<file path="config.mk">
export PLATFORM = sky130hd
export DESIGN_NAME = l2pi_top
export DESIGN_NICKNAME = d
export VERILOG_FILES = /design/src/l2pi_pkg.sv /design/src/l2pi_top.sv
export SDC_FILE = /design/constraint.sdc
export NUM_CORES = 1
export LEC_CHECK = 0
export ABC_CLOCK_PERIOD_IN_PS = 2400
export BUFFER_PORTS_ARGS = -buffer_cell sky130_fd_sc_hd__buf_2
export CAP_MARGIN = 40
export CORE_ASPECT_RATIO = 0.75
export CORE_UTILIZATION = 45
export DETAILED_ROUTE_END_ITERATION = 12
export PLACE_DENSITY_LB_ADDON = 0.15
export SETUP_SLACK_MARGIN = 0.15
export SLEW_MARGIN = 10
export SYNTH_ARGS = -nofsm -noshare
export SYNTH_HDL_FRONTEND = slang
export SYNTH_SLANG_ARGS = --single-unit
</file>
<file path="constraint.sdc">
create_clock -name clk_i -period 2.4 [get_ports clk_i]
set_input_delay 0.24 -clock clk_i [delete_from_list [all_inputs] [get_ports clk_i]]
set_output_delay 0.24 -clock clk_i [all_outputs]
set_load 0.005 [all_outputs]
</file>
<file path="src/l2pi_pkg.sv">
// Purpose: constants for the secondary cache pin interface
// Assumes: classic wishbone register access, one clock
// Notes: pin roles switch with the configuration register
package l2pi_pkg;
    // register byte offsets
    localparam logic [7:0] ADDR_CFG    = 8'h00;
    localparam logic [7:0] ADDR_CMD    = 8'h04;
    localparam logic [7:0] ADDR_STATUS = 8'h08;
    // configuration field positions
    localparam int CFG_BURST     = 0;
    localparam int CFG_ONCHIP    = 1;
    localparam int CFG_CPU2      = 2;
    localparam int CFG_DIRTY_POL = 3;
    localparam int CFG_HIT_POL   = 4;
    localparam int CFG_MARK_POL  = 5;
    localparam int CFG_VALID_POL = 6;
    localparam int CFG_WIDTH     = 7;
    // reset: burst mode, external decode, cache mode, all active high
    localparam logic [6:0] CFG_RESET = 7'h79;
    // command field positions
    localparam int CMD_WRITE = 0;
    localparam int CMD_LANE0 = 8;
    // timing counts
    localparam logic [1:0] LOOKUP_CYCLES = 2'h3;
    localparam logic [1:0] LAST_BEAT     = 2'h3;
    localparam int         LANES         = 8;
    // access sequencer states
    typedef enum logic [2:0] {L2PI_IDLE, L2PI_LOOKUP, L2PI_DATA, L2PI_TAGWR} l2pi_state_type;
endpackage : l2pi_pkg

</file>
<file path="src/l2pi_top.sv">
// Purpose: secondary cache pin sequencer with second processor arbitration
// Assumes: pin inputs are asynchronous and are synchronised here
// Notes: one command runs lookup, then, except on a write miss, four beats and an optional tag write
`timescale 1ns/10ps
module l2pi_top
(
    input  wire logic             clk_i,
    input  wire logic             rst_i,
    input  wire logic             wb_cyc_i,
    input  wire logic             wb_stb_i,
    input  wire logic             wb_we_i,
    input  wire logic [7:0]       wb_adr_i,
    input  wire logic [3:0]       wb_sel_i,
    input  wire logic [31:0]      wb_dat_i,
    output logic      [31:0]      wb_dat_o,
    output logic                  wb_ack_o,
    input  wire logic             line_modified_in_or_req2_i,
    input  wire logic             hit_i,
    input  wire logic             primary_addr_grant_i,
    input  wire logic             data_bus_busy_i,
    input  wire logic             address_retry_i,
    output logic                  addr_strobe_or_latch_enable_o,
    output logic                  burst_advance_or_beat_lsb_o,
    output logic                  tag_latch_en_or_beat_msb_o,
    output logic                  mark_modified_out_or_grant2_o,
    output logic                  tag_out_en_or_data_grant2_o,
    output logic                  data_ram_out_en_o,
    output logic                  latch_drive_en_o,
    output logic                  tag_write_en_o,
    output logic                  line_valid_out_o,
    output logic [7:0]            lane_write_enables_o
);
    logic [6:0]                   cfg_ff;
    logic                         ack_ff;
    logic [31:0]                  rdat_ff;
    logic                         start_ff;
    logic                         cmd_write_ff;
    logic [7:0]                   cmd_lanes_ff;
    l2pi_pkg::l2pi_state_type     state_ff;
    logic [1:0]                   cnt_ff;
    logic                         hit_seen_ff;
    logic                         dirty_seen_ff;
    logic [1:0]                   sync_req_ff;
    logic [1:0]                   sync_hit_ff;
    logic [1:0]                   sync_gnt_ff;
    logic [1:0]                   sync_busy_ff;
    logic [1:0]                   sync_retry_ff;
    logic                         agrant_ff;
    logic                         dgrant_ff;
    logic                         strobe_ff;
    logic                         adv_ff;
    logic                         talat_ff;
    logic                         mark_ff;
    logic                         tagoe_ff;
    logic                         ramoe_ff;
    logic                         latoe_ff;
    logic                         tagwe_ff;
    logic                         valid_ff;
    logic [7:0]                   lanes_ff;
    logic                         nxt_strobe;
    logic                         nxt_adv;
    logic                         nxt_talat;
    logic                         nxt_mark;
    logic                         nxt_tagoe;
    logic                         nxt_ramoe;
    logic                         nxt_latoe;
    logic                         nxt_tagwe;
    logic                         nxt_valid;
    logic [7:0]                   nxt_lanes;
    logic                         bus_req;
    logic                         wr_cfg;
    logic                         wr_cmd;
    logic                         burst_mode;
    logic                         cpu2_mode;
    logic                         dirty_act;
    logic                         hit_act;
    logic                         req2_act;
    logic                         in_lookup;
    logic                         in_data;
    logic                         in_tagwr;
    logic                         beat_write;

    assign bus_req    = wb_cyc_i && wb_stb_i && !ack_ff;
    assign wr_cfg     = bus_req && wb_we_i && (wb_adr_i == l2pi_pkg::ADDR_CFG) && wb_sel_i[0];
    assign wr_cmd     = bus_req && wb_we_i && (wb_adr_i == l2pi_pkg::ADDR_CMD);
    assign burst_mode = cfg_ff[l2pi_pkg::CFG_BURST];
    assign cpu2_mode  = cfg_ff[l2pi_pkg::CFG_CPU2];

    // wishbone ack, one cycle after the strobe, dropped the next cycle
    always_ff @(posedge clk_i)
    begin
        if (rst_i)
            ack_ff <= 1'b0;
        else
            ack_ff <= bus_req;
    end

    always_ff @(posedge clk_i)
    begin
        if (rst_i)
            cfg_ff <= l2pi_pkg::CFG_RESET;
        else if (wr_cfg && (state_ff == l2pi_pkg::L2PI_IDLE))
            cfg_ff <= wb_dat_i[6:0];
    end

    // command capture; ignored while busy; in second processor mode the fields are stored but no start is raised
    always_ff @(posedge clk_i)
    begin
        if (rst_i)
        begin
            start_ff     <= 1'b0;
            cmd_write_ff <= 1'b0;
            cmd_lanes_ff <= 8'h00;
        end
        else
        begin
            start_ff <= wr_cmd && wb_sel_i[0] && !cpu2_mode && (state_ff == l2pi_pkg::L2PI_IDLE) && !start_ff;
            if (wr_cmd && (state_ff == l2pi_pkg::L2PI_IDLE) && !start_ff)
            begin
                if (wb_sel_i[0])
                    cmd_write_ff <= wb_dat_i[l2pi_pkg::CMD_WRITE];
                if (wb_sel_i[1])
                    cmd_lanes_ff <= wb_dat_i[l2pi_pkg::CMD_LANE0 +: 8];
            end
        end
    end

    // read data mux, unmapped offsets read zero
    always_ff @(posedge clk_i)
    begin
        if (rst_i)
            rdat_ff <= 32'h0000_0000;
        else if (bus_req && !wb_we_i)
        begin
            unique case (wb_adr_i)
                l2pi_pkg::ADDR_CFG:    rdat_ff <= {25'h0000000, cfg_ff};
                l2pi_pkg::ADDR_CMD:    rdat_ff <= {16'h0000, cmd_lanes_ff, 7'h00, cmd_write_ff};
                l2pi_pkg::ADDR_STATUS: rdat_ff <= {26'h0000000, dgrant_ff, agrant_ff, req2_act,
                                                   dirty_seen_ff, hit_seen_ff,
                                                   state_ff != l2pi_pkg::L2PI_IDLE};
                default:               rdat_ff <= 32'h0000_0000;
            endcase
        end
    end
    assign wb_dat_o = rdat_ff;
    assign wb_ack_o = ack_ff;

    // two flop synchronisers for all pin inputs
    always_ff @(posedge clk_i)
    begin
        if (rst_i)
        begin
            sync_req_ff   <= 2'h0;
            sync_hit_ff   <= 2'h0;
            sync_gnt_ff   <= 2'h0;
            sync_busy_ff  <= 2'h0;
            sync_retry_ff <= 2'h0;
        end
        else
        begin
            sync_req_ff   <= {sync_req_ff[0], line_modified_in_or_req2_i};
            sync_hit_ff   <= {sync_hit_ff[0], hit_i};
            sync_gnt_ff   <= {sync_gnt_ff[0], primary_addr_grant_i};
            sync_busy_ff  <= {sync_busy_ff[0], data_bus_busy_i};
            sync_retry_ff <= {sync_retry_ff[0], address_retry_i};
        end
    end

    assign dirty_act = sync_req_ff[1] ~^ cfg_ff[l2pi_pkg::CFG_DIRTY_POL];
    assign hit_act   = sync_hit_ff[1] ~^ cfg_ff[l2pi_pkg::CFG_HIT_POL];
    assign req2_act  = cpu2_mode && sync_req_ff[1];

    // access sequencer: lookup, four beats, tag update
    always_ff @(posedge clk_i)
    begin
        if (rst_i)
        begin
            state_ff      <= l2pi_pkg::L2PI_IDLE;
            cnt_ff        <= 2'h0;
            hit_seen_ff   <= 1'b0;
            dirty_seen_ff <= 1'b0;
        end
        else
        begin
            unique case (state_ff)
                l2pi_pkg::L2PI_IDLE:
                begin
                    cnt_ff <= 2'h0;
                    if (start_ff)
                        state_ff <= l2pi_pkg::L2PI_LOOKUP;
                end
                l2pi_pkg::L2PI_LOOKUP:
                begin
                    cnt_ff <= cnt_ff + 2'h1;
                    if (cnt_ff == l2pi_pkg::LOOKUP_CYCLES)
                    begin
                        hit_seen_ff   <= hit_act;
                        dirty_seen_ff <= dirty_act;
                        cnt_ff        <= 2'h0;
                        // a write miss ends without touching the line
                        state_ff <= (cmd_write_ff && !hit_act) ? l2pi_pkg::L2PI_IDLE : l2pi_pkg::L2PI_DATA;
                    end
                end
                l2pi_pkg::L2PI_DATA:
                begin
                    cnt_ff <= cnt_ff + 2'h1;
                    if (cnt_ff == l2pi_pkg::LAST_BEAT)
                        state_ff <= (cmd_write_ff || !hit_seen_ff) ? l2pi_pkg::L2PI_TAGWR : l2pi_pkg::L2PI_IDLE;
                end
                l2pi_pkg::L2PI_TAGWR:
                    state_ff <= l2pi_pkg::L2PI_IDLE;
            endcase
        end
    end

    assign in_lookup  = state_ff == l2pi_pkg::L2PI_LOOKUP;
    assign in_data    = state_ff == l2pi_pkg::L2PI_DATA;
    assign in_tagwr   = state_ff == l2pi_pkg::L2PI_TAGWR;
    // writes on a write hit and line fill on a read miss
    assign beat_write = in_data && (cmd_write_ff || !hit_seen_ff);

    // next pin values, roles chosen by the mode bits
    always_comb
    begin
        // strobe at lookup start in either sram type
        nxt_strobe = in_lookup && (cnt_ff == 2'h0);
        // advance pulses from the second beat in burst mode
        // async mode drives the beat lsb
        nxt_adv    = burst_mode ? (in_data && (cnt_ff != 2'h0)) : (in_data && cnt_ff[0]);
        // transparent latch during lookup; async beat msb
        nxt_talat  = burst_mode ? in_lookup : (in_data && cnt_ff[1]);
        // latch drives local address bus for lookup and tag write
        nxt_latoe  = in_lookup || in_tagwr;
        // data rams drive the bus on a read hit
        nxt_ramoe  = in_data && !cmd_write_ff && hit_seen_ff;
        // one tag write updates tag, valid and dirty
        nxt_tagwe  = in_tagwr;
        // polarity applied to dirty and valid marks
        nxt_mark   = (in_tagwr && cmd_write_ff) ~^ cfg_ff[l2pi_pkg::CFG_MARK_POL];
        nxt_valid  = in_tagwr ~^ cfg_ff[l2pi_pkg::CFG_VALID_POL];
        // tag ram drives stored tag during lookup
        nxt_tagoe  = in_lookup;
        // three pins become request, address grant, data grant
        if (cpu2_mode)
        begin
            nxt_mark  = agrant_ff;
            nxt_tagoe = dgrant_ff;
        end
    end

    // lane write enables, one generate per lane
    genvar lane;
    generate
        for (lane = 0; lane < l2pi_pkg::LANES; lane = lane + 1)
        begin : g_lane
            if (lane == 1)
                assign nxt_lanes[lane] = beat_write &&
                    (!cfg_ff[l2pi_pkg::CFG_ONCHIP] || cmd_lanes_ff[lane] || !cmd_write_ff);
            else
                assign nxt_lanes[lane] = beat_write && cfg_ff[l2pi_pkg::CFG_ONCHIP] &&
                    (cmd_lanes_ff[lane] || !cmd_write_ff);
        end
    endgenerate

    // second processor arbitration
    always_ff @(posedge clk_i)
    begin
        if (rst_i)
        begin
            agrant_ff <= 1'b0;
            dgrant_ff <= 1'b0;
        end
        else
        begin
            // address grant while requested and primary not granted
            agrant_ff <= req2_act && !sync_gnt_ff[1];
            // data grant only when bus idle and no retry
            dgrant_ff <= agrant_ff && req2_act && !sync_busy_ff[1] && !sync_retry_ff[1];
        end
    end

    // registered pin outputs
    always_ff @(posedge clk_i)
    begin
        if (rst_i)
        begin
            strobe_ff <= 1'b0;
            adv_ff    <= 1'b0;
            talat_ff  <= 1'b0;
            mark_ff   <= 1'b0;
            tagoe_ff  <= 1'b0;
            ramoe_ff  <= 1'b0;
            latoe_ff  <= 1'b0;
            tagwe_ff  <= 1'b0;
            valid_ff  <= 1'b0;
            lanes_ff  <= 8'h00;
        end
        else
        begin
            strobe_ff <= nxt_strobe;
            adv_ff    <= nxt_adv;
            talat_ff  <= nxt_talat;
            mark_ff   <= nxt_mark;
            tagoe_ff  <= nxt_tagoe;
            ramoe_ff  <= nxt_ramoe;
            latoe_ff  <= nxt_latoe;
            tagwe_ff  <= nxt_tagwe;
            valid_ff  <= nxt_valid;
            lanes_ff  <= nxt_lanes;
        end
    end

    assign addr_strobe_or_latch_enable_o = strobe_ff;
    assign burst_advance_or_beat_lsb_o   = adv_ff;
    assign tag_latch_en_or_beat_msb_o    = talat_ff;
    assign mark_modified_out_or_grant2_o = mark_ff;
    assign tag_out_en_or_data_grant2_o   = tagoe_ff;
    assign data_ram_out_en_o             = ramoe_ff;
    assign latch_drive_en_o              = latoe_ff;
    assign tag_write_en_o                = tagwe_ff;
    assign line_valid_out_o              = valid_ff;
    assign lane_write_enables_o          = lanes_ff;
endmodule : l2pi_top

</file>
==> results.toml <==
[status]
status = "finished, final reports clean"

[floorplanning]
core.rowCount = 24
die_w_um = 94.1
boundaryPins = 104
die_area_um2 = 6690
core_um2 = 5980
start_util_pct = 47.9
die_y_um = 71.1

[finish]
area_delta_synth_final_pct = 18.9
drive_above_1_share_pct = 24.2
design_area_um2 = 3400
fillCellCount = 564
layout.nets = 445
antenna_cells = 0
fin_util_pct = 57.0

[detailed_routing]
ant_nets = 0
drc_errors = 0
dr.pass1.iters = 4
dr.first_iter.drc_count = 79
vias = 2275
wl_per_cell_um = 13.0
totalWireLength_um = 6060
viasPerCell = 4.88

[timing]
hold_viol_final = 0
fin_skew_ps = 3.69
relSlewSlack_pct = 60.5
report.final.slew_viol_count = 0
tns_ps = 0
fmax_mhz = 534
rsz0062_at_grt = "no"
worst_slew_pin_slew_ps = 592
finalSetupViolations = 0
min_period_ps = 1870
finalCritPeriodShare_pct = 78.0

[hold_path]
hp-start = "hit_i"
hold_path_class = "primary input to register"
min_path_cells = 2

[pwr]
p_clk_share_pct = 42.3
leakage_uw = 0.00143
switching_share_pct = 21.7
p_comb_share_pct = 6.8
peakVddDrop_uv = 339
switchingPower_uw = 490
power.internal_uw = 1770
powerDensity_nw_per_um2 = 665
seq_power_share_pct = 50.9
total_power_uw = 2260

[run]
max_cap_viol_count = 0

[grt]
antenna_found_initial = 0
grt_max_degree = 36
grt.busiest_layer = "met2"
overflow = 0
grt_pass1_vias = 2027
grtUsageMet3_pct = 6.45
grt_pass1_wl_um = 9630
grt.met1_usage_pct = 27.2
grt_use_total_pct = 19.5
grt.met2_usage_pct = 27.6

[clock_tree]
cts.clk_slew.worst_paths_ps = 60
cts-root-buf = "clkbuf_8"
cts_buffers = 9
ctsHoldBuffers = 0
post_cts_buffers = 0
post_cts_resized = 0
clockBufferDepth = 2
cts_tree = "built"
clock_latency_ps = 340
cts_sinks = 68
htree_levels = 3

[placed_design]
place.gp.congestion = 0.807
placed_cell_area_um2 = 3200
portBuffers = 67
dpl.hpwl_um = 4270

[worst_setup_path]
r2r_setup_slack_ps = 530
regToRegStartpoint = "state_ff[1]"
required_ps = 2670
path_max_fanout = 10
crit_arrival_ps = 2140
reg2reg_depth = 6
critPathLaunch = "state_ff[1]"
end_kind = "register"
setup.worst_path.start_class = "register"
worstSetupPathType = "register to register"

[logic_synthesis]
ys_seq_elements = 68
synth.avg_cell_area_um2 = 8.98
synth_top_area_share_pct = 47.5
synth_ff_type = "dfxtp_1"
synth_cells = 319
synth.most_common_cell = "dfxtp_1"
ys_types = 41
ys_seq_area_share_pct = 47.5
synth_area_leaders = "dfxtp_1 (48%), a21oi_1 (5.4%), buf_4 (4.5%), nor2_1 (3.5%), nand2b_1 (3.3%)"
yosys.area.top_type = "dfxtp_1"
synth_edf_count = 0
async_flop_share_pct = 0
synth-warning-count = 0
synth_common_cells = "dfxtp_1 (68), a21oi_1 (31), nor2_1 (27)"
synth_area_um2 = 2860
-- per-stage QoR --
stage	worst slack (ps)	cells	hold WS [ps]
final	528	466	105
after CTS	542	466	95.2
after floorplan	546	335	368
after global placement	439	451	373
after global routing	374	466	96.2
after detailed placement	405	451	373
-- registers in the layout, summed over array words and instances (netlist names), 2 cells and up --
register	count
cfg_ff	7
cmd_lanes_ff	8
cnt_ff	2
lane_write_enables_o	8
state_ff	2
sync_busy_ff	2
sync_gnt_ff	2
sync_hit_ff	2
sync_req_ff	2
sync_retry_ff	2
wb_dat_o	15
-- metal layers --
| metal | vias up | share of wire (%) |
|---|---|---|
| li1 | 1161 | - |
| met1 | 1027 | 52 |
| met2 | 78 | 41 |
| met3 | 9 | 5.8 |
| met4 | 0 | 1.5 |
| met5 | - | 0 |
-- critical path, cell delays in order (launching register included) --
cell and delay [ps]:
dfxtp_1 390, inv_1 100, ha_1 310, nor2_1 200
o22ai_1 160, or4_1 520, a21oi_1 130
-- cell type report --
class / instances / area [µm²] / share of cell area, %
Clock buffer: 14 / 173 / 5.07
Sequential cell: 68 / 1360 / 40.0
Tap cell: 78 / 97.6 / 2.87
Clock inverter: 1 / 30.0 / 0.882
Timing Repair Buffer: 74 / 388 / 11.4
Multi-Input combinational cell: 218 / 1310 / 38.4
Inverter: 13 / 48.8 / 1.43
-- cells by family after synthesis --
kind of cell | Yosys count | share of synthesized area [%]
compound gates | 48 | 9.04
xor+xnor | 3 | 0.918
fa+ha+maj | 7 | 3.06
buf+inv | 49 | 8.96
flops | 68 | 47.5
mux | 13 | 4.76
other cells | 1 | 0.131
simple gates | 130 | 25.6
-- power groups by stage --
| stage | sequential (µW) | combinational [µW] | clock (µW) |
|---|---|---|---|
| 3_5_place_dp | 1180 | 154 | 0 |
| 4_1_cts | 1150 | 155 | 975 |
| 5_1_grt | 1150 | 173 | 1020 |
| 3_3_place_gp | 1180 | 152 | 0 |
| 6_report | 1150 | 154 | 956 |
| 2_1_floorplan | 1180 | 114 | 0 |
-- worst paths after layout --
check | to
worst max-delay path | state_ff[1]
worst min register to register | agrant_ff
worst min-delay path | sync_hit_ff[0]
worst max register to register | state_ff[1]
-- cells in the final DEF, fill, tap and decap left out, types with 8 or more instances in the layout --
cell      count
conb_1       17
mux2i_1       8
nand2b_1     15
clkbuf_8     12
nor2_1       27
o21ai_1       8
dfxtp_1      68
buf_2        67
nor2b_1      15
a21oi_1      31
inv_1        13
nand2_1      24
nand3_1      17
nand3b_1      9
(Power assumes the default switching activity.)
